<file path="config.mk">
export PLATFORM = sky130hd
export DESIGN_NAME = dlom_mixer
export DESIGN_NICKNAME = d
export VERILOG_FILES = /design/src/design/dlom_pkg.sv /design/src/design/dlom_mixer.sv /design/src/design/dlom_pos_loop.sv
export SDC_FILE = /design/constraint.sdc
export NUM_CORES = 2
export LEC_CHECK = 0
export ABC_AREA = 1
export BUFFER_PORTS_ARGS = -buffer_cell sky130_fd_sc_hd__buf_2
export CAP_MARGIN = 10
export CORE_MARGIN = 5
export CORE_UTILIZATION = 40
export DETAILED_ROUTE_END_ITERATION = 8
export HOLD_SLACK_MARGIN = 0.1
export PLACE_DENSITY = 0.61
export SETUP_SLACK_MARGIN = 0.4
export SKIP_LAST_GASP = 1
export SLEW_MARGIN = 20
export SYNTH_ARGS = -nofsm -noshare
export SYNTH_HDL_FRONTEND = slang
export SYNTH_SLANG_ARGS = --single-unit
export TNS_END_PERCENT = 5
</file>
<file path="constraint.sdc">
create_clock -name clk -period 10.7 [get_ports clk]
set_clock_uncertainty 0.05 [all_clocks]
set_input_delay 0 -clock clk [delete_from_list [all_inputs] [get_ports clk]]
set_output_delay 0 -clock clk [all_outputs]
set_load 0.05 [all_outputs]
</file>
<file path="src/design/dlom_pkg.sv">
// shared constants for the dual loop output mixer
package dlom_pkg;
    localparam logic [7:0]  ADDR_CTRL       = 8'h00;
    localparam logic [7:0]  ADDR_PRI_CMD    = 8'h04;
    localparam logic [7:0]  ADDR_AUX_CMD    = 8'h08;
    localparam logic [7:0]  ADDR_OFFSET     = 8'h0c;
    localparam logic [7:0]  ADDR_GAIN       = 8'h10;
    localparam logic [7:0]  ADDR_OUTPUTS    = 8'h14;
    localparam logic [7:0]  ADDR_STATUS     = 8'h18;
    localparam int          CTRL_AUX_EN     = 0;
    localparam int          CTRL_AUX_NEG    = 1;
    localparam int          CTRL_MODE_LSB   = 2;
    localparam int          CTRL_AVG        = 5;
    localparam int          CTRL_AUX_REMOTE = 6;
    localparam int          GAIN_AUX_LSB    = 8;
    localparam int          OUT_FOLLOW_LSB  = 16;
    localparam int          STAT_DROP       = 0;
    localparam int          STAT_CLAMP      = 1;
    localparam int          STAT_AUX_ACT    = 2;
    localparam logic [31:0] CTRL_RESET      = 32'h0000_0000;
    localparam logic [15:0] GAIN_RESET      = 16'h1010;
    localparam logic [2:0]  MODE_PERCENT    = 3'h0;
    localparam logic [2:0]  MODE_POSITION   = 3'h1;
    localparam logic [2:0]  MODE_VELOCITY   = 3'h2;
    localparam logic [2:0]  MODE_TRAP       = 3'h3;
    localparam logic [2:0]  MODE_ARC        = 3'h4;
    localparam int          TERM_W          = 11;
    localparam logic signed [10:0] FULL_OUT = 11'sh3ff;
    localparam int          KP_SHIFT        = 4;
    localparam int          SMOOTH_SHIFT    = 3;
    localparam int          CLK_PERIOD_PS   = 5000;
    localparam int          UPDATE_PERIOD_US = 1000;
    localparam int          UPDATE_CYCLES   = (UPDATE_PERIOD_US * 1000) / CLK_PERIOD_PS;
    localparam logic [1:0]  RESP_OKAY       = 2'h0;
    localparam logic [1:0]  RESP_SLVERR     = 2'h2;
endpackage

</file>
<file path="src/design/dlom_mixer.sv">
// dual loop output mixer with axi4-lite registers
`timescale 1ns/1ps
module dlom_mixer #(
    parameter int W             = 32,
    parameter int UPDATE_CYCLES = dlom_pkg::UPDATE_CYCLES
) (
    input  wire logic                clk,
    input  wire logic                rst,
    input  wire logic [7:0]          s_axi_awaddr,
    input  wire logic                s_axi_awvalid,
    output logic                     s_axi_awready,
    input  wire logic [31:0]         s_axi_wdata,
    input  wire logic [3:0]          s_axi_wstrb,
    input  wire logic                s_axi_wvalid,
    output logic                     s_axi_wready,
    output logic [1:0]               s_axi_bresp,
    output logic                     s_axi_bvalid,
    input  wire logic                s_axi_bready,
    input  wire logic [7:0]          s_axi_araddr,
    input  wire logic                s_axi_arvalid,
    output logic                     s_axi_arready,
    output logic [31:0]              s_axi_rdata,
    output logic [1:0]               s_axi_rresp,
    output logic                     s_axi_rvalid,
    input  wire logic                s_axi_rready,
    input  wire logic signed [W-1:0] left_pos,
    input  wire logic signed [W-1:0] right_pos,
    input  wire logic signed [W-1:0] left_vel,
    input  wire logic signed [W-1:0] right_vel,
    input  wire logic signed [W-1:0] remote_heading,
    output logic signed [10:0]       motor_out,
    output logic signed [10:0]       follow_aux_difference,
    output logic                     out_strobe
);
    typedef enum logic [1:0] {UPD_IDLE, UPD_CALC, UPD_MIX} dlom_upd_type;

    dlom_upd_type       upd_state_reg;
    logic [31:0]        tick_cnt_reg;
    logic [31:0]        ctrl_reg;
    logic signed [W-1:0] pri_cmd_reg, aux_cmd_reg, pri_tgt_reg, aux_tgt_reg;
    logic signed [15:0] offset_stage_reg;
    logic signed [10:0] cmd_offset_reg;
    logic [15:0]        gain_reg;
    logic [1:0]         sticky_reg;
    logic               aw_held_reg, w_held_reg;
    logic [7:0]         awaddr_reg;
    logic [31:0]        wdata_reg;
    logic [3:0]         wstrb_reg;
    logic               wr_do, rd_do, tick;
    logic [2:0]         mode;
    logic               aux_active, offset_blocked, pri_write, clamp_hit;
    logic signed [10:0] offset_clamped, pri_term, aux_term, pct_term, pri_use, off_eff;
    logic signed [12:0] aux_eff, motor_sum, follow_sum;
    logic signed [W:0]  pos_sum, vel_sum, pri_fb_raw, aux_fb;
    logic signed [W+1:0] pri_fb, aux_fb_x, pri_tgt_x, aux_tgt_x;
    logic [1:0]         sticky_next;
    logic [31:0]        rd_word;
    logic               rd_ok;

    function automatic logic [31:0] merge(input logic [31:0] old, input logic [31:0] nw, input logic [3:0] strb);
        logic [31:0] res;
        res = old;
        for (int i = 0; i < 4; i++) begin
            if (strb[i]) begin
                res[8*i +: 8] = nw[8*i +: 8];
            end
        end
        return res;
    endfunction

    function automatic logic signed [W-1:0] smooth(input logic signed [W-1:0] cur, input logic signed [W-1:0] cmd);
        logic signed [W:0] d;
        logic signed [W:0] step;
        d    = {cmd[W-1], cmd} - {cur[W-1], cur};
        step = d >>> dlom_pkg::SMOOTH_SHIFT;
        if (step == '0) begin
            return cmd;
        end
        return cur + step[W-1:0];
    endfunction

    function automatic logic signed [10:0] sat13(input logic signed [12:0] v);
        if (v > 13'sh03ff) begin
            return dlom_pkg::FULL_OUT;
        end else if (v < -13'sh03ff) begin
            return -dlom_pkg::FULL_OUT;
        end
        return v[10:0];
    endfunction

    // register bus: write address and data taken in either order
    assign wr_do = aw_held_reg && w_held_reg && !s_axi_bvalid;
    assign rd_do = s_axi_arvalid && s_axi_arready;

    always_ff @(posedge clk or posedge rst) begin
        if (rst) begin
            s_axi_awready <= 1'b0;
            aw_held_reg   <= 1'b0;
            awaddr_reg    <= 8'h00;
        end else if (s_axi_awvalid && s_axi_awready) begin
            s_axi_awready <= 1'b0;
            aw_held_reg   <= 1'b1;
            awaddr_reg    <= s_axi_awaddr;
        end else begin
            if (wr_do) begin
                aw_held_reg <= 1'b0;
            end
            if (!aw_held_reg && !s_axi_bvalid) begin
                s_axi_awready <= 1'b1;
            end
        end
    end

    always_ff @(posedge clk or posedge rst) begin
        if (rst) begin
            s_axi_wready <= 1'b0;
            w_held_reg   <= 1'b0;
            wdata_reg    <= 32'h0000_0000;
            wstrb_reg    <= 4'h0;
        end else if (s_axi_wvalid && s_axi_wready) begin
            s_axi_wready <= 1'b0;
            w_held_reg   <= 1'b1;
            wdata_reg    <= s_axi_wdata;
            wstrb_reg    <= s_axi_wstrb;
        end else begin
            if (wr_do) begin
                w_held_reg <= 1'b0;
            end
            if (!w_held_reg && !s_axi_bvalid) begin
                s_axi_wready <= 1'b1;
            end
        end
    end

    always_ff @(posedge clk or posedge rst) begin
        if (rst) begin
            s_axi_bvalid <= 1'b0;
            s_axi_bresp  <= dlom_pkg::RESP_OKAY;
        end else if (wr_do) begin
            s_axi_bvalid <= 1'b1;
            s_axi_bresp  <= (awaddr_reg <= dlom_pkg::ADDR_STATUS && awaddr_reg[1:0] == 2'h0)
                            ? dlom_pkg::RESP_OKAY : dlom_pkg::RESP_SLVERR;
        end else if (s_axi_bready) begin
            s_axi_bvalid <= 1'b0;
        end
    end

    // control and gain registers
    always_ff @(posedge clk or posedge rst) begin
        if (rst) begin
            ctrl_reg <= dlom_pkg::CTRL_RESET;
            gain_reg <= dlom_pkg::GAIN_RESET;
        end else if (wr_do && awaddr_reg == dlom_pkg::ADDR_CTRL) begin
            ctrl_reg <= merge(ctrl_reg, wdata_reg, wstrb_reg) & 32'h0000_007f;
        end else if (wr_do && awaddr_reg == dlom_pkg::ADDR_GAIN) begin
            gain_reg <= 16'(merge({16'h0000, gain_reg}, wdata_reg, wstrb_reg));
        end
    end

    assign mode       = ctrl_reg[dlom_pkg::CTRL_MODE_LSB +: 3];
    assign aux_active = ctrl_reg[dlom_pkg::CTRL_AUX_EN] || mode == dlom_pkg::MODE_ARC;
    assign offset_blocked = aux_active && mode != dlom_pkg::MODE_ARC;
    assign pri_write  = wr_do && awaddr_reg == dlom_pkg::ADDR_PRI_CMD;

    // offset limited to one full output either way
    always_comb begin
        clamp_hit      = 1'b0;
        offset_clamped = offset_stage_reg[10:0];
        if (offset_stage_reg > 16'sh03ff) begin
            offset_clamped = dlom_pkg::FULL_OUT;
            clamp_hit      = 1'b1;
        end else if (offset_stage_reg < -16'sh03ff) begin
            offset_clamped = -dlom_pkg::FULL_OUT;
            clamp_hit      = 1'b1;
        end
    end

    // commands; the staged offset is consumed by the primary command write
    always_ff @(posedge clk or posedge rst) begin
        if (rst) begin
            pri_cmd_reg      <= '0;
            aux_cmd_reg      <= '0;
            offset_stage_reg <= 16'sh0000;
            cmd_offset_reg   <= 11'sh000;
        end else if (wr_do) begin
            if (awaddr_reg == dlom_pkg::ADDR_PRI_CMD) begin
                pri_cmd_reg      <= merge(pri_cmd_reg, wdata_reg, wstrb_reg);
                cmd_offset_reg   <= offset_blocked ? 11'sh000 : offset_clamped;
                offset_stage_reg <= 16'sh0000;
            end else if (awaddr_reg == dlom_pkg::ADDR_AUX_CMD) begin
                aux_cmd_reg <= merge(aux_cmd_reg, wdata_reg, wstrb_reg);
            end else if (awaddr_reg == dlom_pkg::ADDR_OFFSET) begin
                offset_stage_reg <= 16'(merge({16'h0000, offset_stage_reg}, wdata_reg, wstrb_reg));
            end
        end
    end

    // sticky status, hardware set wins over write-one-to-clear
    always_comb begin
        sticky_next = sticky_reg;
        if (wr_do && awaddr_reg == dlom_pkg::ADDR_STATUS && wstrb_reg[0]) begin
            sticky_next = sticky_next & ~wdata_reg[1:0];
        end
        if (pri_write && offset_blocked && offset_stage_reg != 16'sh0000) begin
            sticky_next[dlom_pkg::STAT_DROP] = 1'b1;
        end
        if (pri_write && clamp_hit) begin
            sticky_next[dlom_pkg::STAT_CLAMP] = 1'b1;
        end
    end

    always_ff @(posedge clk or posedge rst) begin
        if (rst) begin
            sticky_reg <= 2'h0;
        end else begin
            sticky_reg <= sticky_next;
        end
    end

    // read path
    always_comb begin
        rd_ok   = 1'b1;
        rd_word = 32'h0000_0000;
        case (s_axi_araddr)
            dlom_pkg::ADDR_CTRL:    rd_word = ctrl_reg;
            dlom_pkg::ADDR_PRI_CMD: rd_word = pri_cmd_reg;
            dlom_pkg::ADDR_AUX_CMD: rd_word = aux_cmd_reg;
            dlom_pkg::ADDR_OFFSET:  rd_word = {16'h0000, offset_stage_reg};
            dlom_pkg::ADDR_GAIN:    rd_word = {16'h0000, gain_reg};
            dlom_pkg::ADDR_OUTPUTS: begin
                rd_word[10:0] = motor_out;
                rd_word[dlom_pkg::OUT_FOLLOW_LSB +: 11] = follow_aux_difference;
            end
            dlom_pkg::ADDR_STATUS:  rd_word = {29'h0, aux_active, sticky_reg};
            default:                rd_ok   = 1'b0;
        endcase
    end

    always_ff @(posedge clk or posedge rst) begin
        if (rst) begin
            s_axi_arready <= 1'b0;
            s_axi_rvalid  <= 1'b0;
            s_axi_rdata   <= 32'h0000_0000;
            s_axi_rresp   <= dlom_pkg::RESP_OKAY;
        end else if (rd_do) begin
            s_axi_arready <= 1'b0;
            s_axi_rvalid  <= 1'b1;
            s_axi_rdata   <= rd_word;
            s_axi_rresp   <= rd_ok ? dlom_pkg::RESP_OKAY : dlom_pkg::RESP_SLVERR;
        end else if (s_axi_rvalid) begin
            if (s_axi_rready) begin
                s_axi_rvalid <= 1'b0;
            end
        end else begin
            s_axi_arready <= 1'b1;
        end
    end

    // update sequencing: tick, loop calc, mix
    assign tick = upd_state_reg == UPD_IDLE && tick_cnt_reg == 32'(UPDATE_CYCLES - 1);

    always_ff @(posedge clk or posedge rst) begin
        if (rst) begin
            tick_cnt_reg  <= 32'h0;
            upd_state_reg <= UPD_IDLE;
        end else begin
            tick_cnt_reg <= tick ? 32'h0 : tick_cnt_reg + 32'h1;
            case (upd_state_reg)
                UPD_IDLE: upd_state_reg <= tick ? UPD_CALC : UPD_IDLE;
                UPD_CALC: upd_state_reg <= UPD_MIX;
                UPD_MIX:  upd_state_reg <= UPD_IDLE;
                default:  upd_state_reg <= UPD_IDLE;
            endcase
        end
    end

    // targets: both smoothed by the same profile in trapezoid mode
    always_ff @(posedge clk or posedge rst) begin
        if (rst) begin
            pri_tgt_reg <= '0;
            aux_tgt_reg <= '0;
        end else if (tick) begin
            if (mode == dlom_pkg::MODE_TRAP) begin
                pri_tgt_reg <= smooth(pri_tgt_reg, pri_cmd_reg);
                aux_tgt_reg <= smooth(aux_tgt_reg, aux_cmd_reg);
            end else begin
                pri_tgt_reg <= pri_cmd_reg;
                aux_tgt_reg <= aux_cmd_reg;
            end
        end
    end

    // feedback forming
    assign pos_sum    = {left_pos[W-1], left_pos} + {right_pos[W-1], right_pos};
    assign vel_sum    = {left_vel[W-1], left_vel} + {right_vel[W-1], right_vel};
    assign pri_fb_raw = (mode == dlom_pkg::MODE_VELOCITY) ? vel_sum : pos_sum;
    assign pri_fb     = ctrl_reg[dlom_pkg::CTRL_AVG] ? $signed({pri_fb_raw[W], pri_fb_raw}) >>> 1
                                                     : $signed({pri_fb_raw[W], pri_fb_raw});
    // aux feedback uses positions in every mode; remote source set up by host
    assign aux_fb     = ctrl_reg[dlom_pkg::CTRL_AUX_REMOTE] ? {remote_heading[W-1], remote_heading}
                                                            : {left_pos[W-1], left_pos} - {right_pos[W-1], right_pos};
    assign aux_fb_x   = {aux_fb[W], aux_fb};
    assign pri_tgt_x  = {{2{pri_tgt_reg[W-1]}}, pri_tgt_reg};
    assign aux_tgt_x  = {{2{aux_tgt_reg[W-1]}}, aux_tgt_reg};

    dlom_pos_loop #(.IW(W + 2), .GW(8)) u_primary_loop (
        .clk      (clk),
        .rst      (rst),
        .calc     (upd_state_reg == UPD_CALC),
        .target   (pri_tgt_x),
        .feedback (pri_fb),
        .gain     (gain_reg[7:0]),
        .term     (pri_term)
    );

    dlom_pos_loop #(.IW(W + 2), .GW(8)) u_auxiliary_loop (
        .clk      (clk),
        .rst      (rst),
        .calc     (upd_state_reg == UPD_CALC),
        .target   (aux_tgt_x),
        .feedback (aux_fb_x),
        .gain     (gain_reg[dlom_pkg::GAIN_AUX_LSB +: 8]),
        .term     (aux_term)
    );

    // mixing
    assign pct_term   = sat13(13'(pri_cmd_reg));
    assign pri_use    = (mode == dlom_pkg::MODE_PERCENT) ? pct_term : pri_term;
    assign aux_eff    = !aux_active ? 13'sh0000
                      : ctrl_reg[dlom_pkg::CTRL_AUX_NEG] ? -13'(aux_term) : 13'(aux_term);
    assign off_eff    = offset_blocked ? 11'sh000 : cmd_offset_reg;
    assign motor_sum  = 13'(pri_use) + aux_eff + 13'(off_eff);
    assign follow_sum = 13'(pri_use) - aux_eff;

    always_ff @(posedge clk or posedge rst) begin
        if (rst) begin
            motor_out             <= 11'sh000;
            follow_aux_difference <= 11'sh000;
            out_strobe            <= 1'b0;
        end else begin
            out_strobe <= upd_state_reg == UPD_MIX;
            if (upd_state_reg == UPD_MIX) begin
                motor_out             <= sat13(motor_sum);
                follow_aux_difference <= sat13(follow_sum);
            end
        end
    end

    logic nosat;
    assign nosat = motor_sum == 13'(sat13(motor_sum)) && follow_sum == 13'(sat13(follow_sum));
endmodule // dlom_mixer

</file>
<file path="src/design/dlom_pos_loop.sv">
// proportional loop term, saturated to full output
`timescale 1ns/1ps
module dlom_pos_loop #(
    parameter int IW = 34,
    parameter int GW = 8
) (
    input  wire logic                 clk,
    input  wire logic                 rst,
    input  wire logic                 calc,
    input  wire logic signed [IW-1:0] target,
    input  wire logic signed [IW-1:0] feedback,
    input  wire logic [GW-1:0]        gain,
    output logic signed [10:0]        term
);
    logic signed [IW:0]      err_w;
    logic signed [IW+GW+1:0] prod;
    logic signed [IW+GW+1:0] scaled;

    assign err_w  = {target[IW-1], target} - {feedback[IW-1], feedback};
    assign prod   = err_w * $signed({1'b0, gain});
    assign scaled = prod >>> dlom_pkg::KP_SHIFT;

    // term held between updates, scale 1023 = full output
    always_ff @(posedge clk or posedge rst) begin
        if (rst) begin
            term <= 11'sh000;
        end else if (calc) begin
            if (scaled > dlom_pkg::FULL_OUT) begin
                term <= dlom_pkg::FULL_OUT;
            end else if (scaled < -dlom_pkg::FULL_OUT) begin
                term <= -dlom_pkg::FULL_OUT;
            end else begin
                term <= scaled[10:0];
            end
        end
    end
endmodule // dlom_pos_loop

</file>
# Word-level counts from Yosys, hierarchy flattened
# Cells that the tools add are included.
# op_classes
eq_ne,20
mux,77
n_lt_le_gt_ge,13
reduce_logical,55
bitwise,4
add_sub_neg,14
mul,2
# ops
cell,n
$mux W32,8
$mux W11,18
$sub A32 B32 Y33,3
$mul A34 B9 Y43,2
$gt A40 B11 Y1 const B,2
$lt A40 B11 Y1 const B,2
$pmux W11 S7,1
$sub A32 B33 Y34,2
$add A32 B32 Y33,2
$logic_not A33 Y1,2
$mux W33,2
$add A32 B32 Y32,2
$mux W16,3
$eq A8 B5 Y1 const B,5
$gt A13 B11 Y1 const B,3
$lt A13 B11 Y1 const B,3
$mux W1,34
$pmux W11 S3,1
$add A32 B1 Y32 const B,1
$eq A32 B8 Y1 const B,1
$eq A8 B4 Y1 const B,4
$mux W13,2
$reduce_and A4 Y1,6
$pmux W5 S4,1
other kinds (33),75
# totals
inputBits,219
output_inout_bits,64
ff_bits,346
elab_cells,223

# Depth between registers and ports, before layout
# depth
ltp_word,12
depth_mapped,58
ltp_nobuf,58

# Modules after synthesis
# From an unflattened synthesis, not the netlist that was laid out.
# hier_totals
cells_unflattened,9307
area_unflattened_um2,59295.6
# by_module_without_submodules
mod,instances,area_per_inst_um2,cells_each
dlom_mixer,1,32533.7,5230
dlom_pos_loop at u_primary_loop,1,13386.6,2042
dlom_pos_loop at u_auxiliary_loop,1,13375.3,2035

# Worst setup path before layout
# Ideal clock, no wire load.
# synth_timing
path_type,input -> register
start,input port left_pos[0]
end,register u_primary_loop.term[0]
setup_time_ns,0.117
n_path_buf,0
t_arrival_ns,7.668
required_ns,10.533
stages,48
path_slack_ns,2.865
cell_sequence,ha_1 -> inv_1 -> fa_1 -> or2_2 -> o21ai_0 -> a21oi_1 -> inv_1 -> a21oi_1 -> o21ai_0 -> nand2_1 -> a31o_2 -> nand2_1 -> o21ai_0 -> ha_1 -> nand2_1 -> nor2_1 -> inv_1 -> o21bai_2 -> [... 12 more ...] -> inv_1 -> ha_1 -> nand2_1 -> nor2_1 -> inv_1 -> nor2_1 -> and2_1 -> nand3_1 -> nand4_1 -> nand2_1 -> nor2_1 -> nand2_1 -> nor2_1 -> nand4_1 -> nand3_2 -> nand3_1 -> nand2_1 -> nand2_1
# synth_via
elab_chain_len,8
elab_cells_between_ends,9
cone_classes,2 x add/sub; 1 x mul; 2 x order compare; 4 x mux
# synth_lines
item,line,source
"start, declared",dlom_mixer.sv:26,"input wire logic signed [W-1:0] left_pos,"
$add A32 B32 Y33 (*),dlom_mixer.sv:294,"assign pos_sum = {left_pos[W-1], left_pos} + {right_pos[W-1], right_pos};"
$mux W33 (*),dlom_mixer.sv:296,assign pri_fb_raw = (mode == dlom_pkg::MODE_VELOCITY) ? vel_sum : pos_sum;
$mux W32,dlom_mixer.sv:297,"assign pri_fb = ctrl_reg[dlom_pkg::CTRL_AVG] ? $signed({pri_fb_raw[W], pri_fb_raw}) >>> 1"
$sub A32 B33 Y34 (*),dlom_pos_loop.sv:19,"assign err_w = {target[IW-1], target} - {feedback[IW-1], feedback};"
$mul A34 B9 Y43 (*),dlom_pos_loop.sv:20,"assign prod = err_w * $signed({1'b0, gain});"
$lt A40 B11 Y1,dlom_pos_loop.sv:30,end else if (scaled < -dlom_pkg::FULL_OUT) begin
$mux W11,dlom_pos_loop.sv:30,
$mux W11 (*),dlom_pos_loop.sv:28,if (scaled > dlom_pkg::FULL_OUT) begin
"end signal, assigned",dlom_pos_loop.sv:29,term <= dlom_pkg::FULL_OUT;
"end signal, assigned",dlom_pos_loop.sv:31,term <= -dlom_pkg::FULL_OUT;
"end signal, assigned",dlom_pos_loop.sv:33,term <= scaled[10:0];
"end, declared",dlom_pos_loop.sv:13,output logic signed [10:0] term
# Every way passes the cells marked *; elsewhere a longest branch is shown, timed or not.
# A chain may end at the register's enable or synchronous reset.

# Worst setup path after layout
# layout_timing
start,register ctrl_reg[6]
end,register u_auxiliary_loop.term[0]
# layout_via
elab_chain_len,6
elab_cells_between_ends,7
cone_classes,1 x add/sub; 1 x mul; 2 x order compare; 3 x mux
# layout_lines
item,line,source
"start, declared",dlom_mixer.sv:39,logic [31:0] ctrl_reg;
"start signal, assigned",dlom_mixer.sv:151,ctrl_reg <= dlom_pkg::CTRL_RESET;
"start signal, assigned",dlom_mixer.sv:154,"ctrl_reg <= merge(ctrl_reg, wdata_reg, wstrb_reg) & 32'h0000_007f;"
$mux W33 (*),dlom_mixer.sv:300,"assign aux_fb = ctrl_reg[dlom_pkg::CTRL_AUX_REMOTE] ? {remote_heading[W-1], remote_heading}"
$sub A32 B33 Y34 (*),dlom_pos_loop.sv:19,
$mul A34 B9 Y43 (*),dlom_pos_loop.sv:20,
$lt A40 B11 Y1,dlom_pos_loop.sv:30,
$mux W11,dlom_pos_loop.sv:30,
$mux W11 (*),dlom_pos_loop.sv:28,
"end signal, assigned",dlom_pos_loop.sv:29,
"end signal, assigned",dlom_pos_loop.sv:31,
"end signal, assigned",dlom_pos_loop.sv:33,
"end, declared",dlom_pos_loop.sv:13,
# Marked as above.

==> results.json <==
{
  "status": "completed",
  "final_max_slew_viol_count": 0,
  "htree_levels": 2,
  "period_needed_ps": 9906,
  "irDropWorstVdd_uv": 294.6,
  "max_stage_delay_ps": 870,
  "holdCritPathClass": "in2reg",
  "p_total_mw": 19.31,
  "wl_per_cell_um": 21.09,
  "async_reset_ff_frac": 1.000,
  "first_pass_iters": 8,
  "final_common_cell": "nand2_1",
  "place_area_um2": 59810,
  "hold_viol": 0,
  "die_height_um": 385.1,
  "clockBufferDepth": 3,
  "syn_to_final_growth_pct": 11.44,
  "io_buffers": 280,
  "drc": 0,
  "track_usage": 0.3030,
  "grt_max_degree": 83,
  "vias": 58832,
  "clkPwrFrac": 0.090,
  "cts_buffers": 46,
  "row_count": 137,
  "fin_setup_tns_ps": 0,
  "p_per_area_nw_per_um2": 307.9,
  "p_int_mw": 7.521,
  "overflow": 0,
  "synthMuxAreaShare": 0.001600,
  "yosysSeqAreaShare": 0.1530,
  "antenna_found_initial": 8,
  "leakage_nw": 34.34,
  "synthCells": 8645,
  "initial_core_util": 0.4029,
  "end_kind": "flop",
  "synth_area_um2": 56290,
  "clock-sinks": 344,
  "vias_per_cell": 5.398,
  "core_area_um2": 139700,
  "synthAdderAreaFrac": 0.2631,
  "insertion_delay_ps": 670,
  "synth_top_area_share": 0.1568,
  "yosysWarnings": 0,
  "grt_pass1_wl_um": 346000,
  "r2r_setup_slack_ps": 790,
  "dp_hpwl_um": 195000,
  "synth-xor-area-share": 0.03608,
  "synth_flop_cell": "dfrtp_1",
  "rsz0062_at_grt": "true",
  "swShare": 0.6106,
  "cpMaxStageDelayCell": "clkinv_1",
  "clock-root-buffer": "clkbuf_16",
  "drive_gt1_frac": 0.06287,
  "setup_violations": 0,
  "die_w_um": 385.1,
  "cap_violations": 0,
  "clk_pin_slew_ps": 70,
  "crit_arrival_ps": 10410,
  "final_cell_mix": "nand2_1, inv_1, nor2_1, a21oi_1, nand3_1",
  "maxSlewHeadroom": 0.07974,
  "postSynthAreaPerCell_um2": 6.511,
  "gp_congestion": 1.054,
  "synth.area.top_cells": "fa_1, dfrtp_1, nand2_1",
  "fmax_mhz": 101.0,
  "crit_fanout": 20,
  "synth-compound-area-share": 0.1255,
  "path_class": "reg2reg",
  "design_area_um2": 62730,
  "post-route-period-util": 0.9258,
  "top_level_ports": 283,
  "dieArea_um2": 148300,
  "utilization": 0.4490,
  "synthSimpleGateAreaFrac": 0.2923,
  "power_frac_comb": 0.817,
  "crit_path_frequent_cell": "nand2_1",
  "ant_nets": 0,
  "cts_tree": "done",
  "required_ps": 11210,
  "synth_top_family_by_area": "simple AND/OR/NAND/NOR gates",
  "drt_iter0_drc": 6117,
  "netSwitchingPower_mw": 11.79,
  "yosys.cell_types.count": 65,
  "nets": 10119,
  "grt_pass1_vias": 56653,
  "start_kind": "flop",
  "seqPwrFrac": 0.094,
  "yosys.area.top_type": "fa_1",
  "ys_ff_latch": 344,
  "worstMarginPinSlew_ps": 1368,
  "synth-edff-count": 0,
  "drt_wl_total_um": 229800
}
cells in the mapped netlist, types with 27 or more instances:
cell,instances
nand2_1,2107
inv_1,1717
nor2_1,964
a21oi_1,521
nand3_1,513
ha_1,478
o21ai_0,455
fa_1,441
dfrtp_1,342
xor2_1,161
clkbuf_1,144
nor3_1,90
nand4_1,88
or2_2,83
xnor2_1,69
nor4_1,43
o21bai_1,35
nand3b_1,34
a31oi_1,33
o21a_1,33
a21o_1,27
final timing paths:
path | start | to | depth (start not counted)
min | s_axi_wstrb[0] | wstrb_reg[0] | 4
max | ctrl_reg[6] | u_auxiliary_loop.term[0] | 44
min in group asynchronous | rst | tick_cnt_reg[2] | 4
min reg2reg | tick_cnt_reg[0] | tick_cnt_reg[0] | 1
max reg2reg | ctrl_reg[6] | u_auxiliary_loop.term[0] | 44
max in group asynchronous | rst | pri_tgt_reg[16] | 6
power by group through the flow:
stage / clock network, mW / logic (mW) / registers, mW
2_1_floorplan: 0 / 10.8 / 1.73
3_3_place_gp: 0 / 15.3 / 1.81
3_5_place_dp: 0 / 15.3 / 1.81
4_1_cts: 1.75 / 15.5 / 1.79
5_1_grt: 1.80 / 17.4 / 1.81
6_report: 1.73 / 15.8 / 1.81
cell families after synthesis:
kind of cell | Yosys count
other | 1
XOR/XNOR | 231
buffers and inverters | 1906
AND/OR/NAND/NOR | 3962
AO/OA/AOI/OAI | 1273
flip-flops | 344
multiplexers | 9
adder cells (fa/ha/maj) | 919
routing by layer:
| metal | vias up | share of wire | track usage |
|---|---|---|---|
| li1 | 27838 | - | - |
| met4 | 0 | 0.037 | 0.09331 |
| met3 | 354 | 0.085 | 0.04240 |
| met5 | - | 0 | 0 |
| met2 | 2494 | 0.43 | 0.4733 |
| met1 | 28146 | 0.44 | 0.4345 |
metrics by stage:
step / worst slack [ps] / hold slack (ps) / std cells
floorplan: 1117 / 46.45 / 8646
global route: 320.7 / 198.6 / 10896
detailed placement: 410.6 / 80.89 / 10690
CTS: 799.7 / 114.1 / 10892
finish: 794.3 / 108.7 / 10898
global placement: 370.8 / 79.51 / 10690
final cells by class:
type / instances / area (µm²)
inverters: 1735 / 6521
repair buffers: 458 / 3032
fillers: 14909 / 76970
well taps: 1876 / 2347
clock buffers: 60 / 1284
diodes: 3 / 7.507
flip-flops and latches: 344 / 8611
clock inverters: 26 / 387.9
multi-input cells: 6396 / 40540
critical path, delay by kind of cell, from the launching register on:
family                     cells  cell delay, ps
adders and majority gates      6            2620
DFF                            1             590
xor gates and xnor gates       1             850
buffers and inverters          7            1470
AOI/OAI and AO/OA              6            1150
and+or+nand+nor               24            3010
timing repair:
action	4_1_cts	5_1_grt
setup endpoints to repair	0	20
hold buffers	116	0
resized for setup	0	11
buffers inserted	0	3
hold endpoints to repair	161	0
Power figures use the tool's default switching activity.
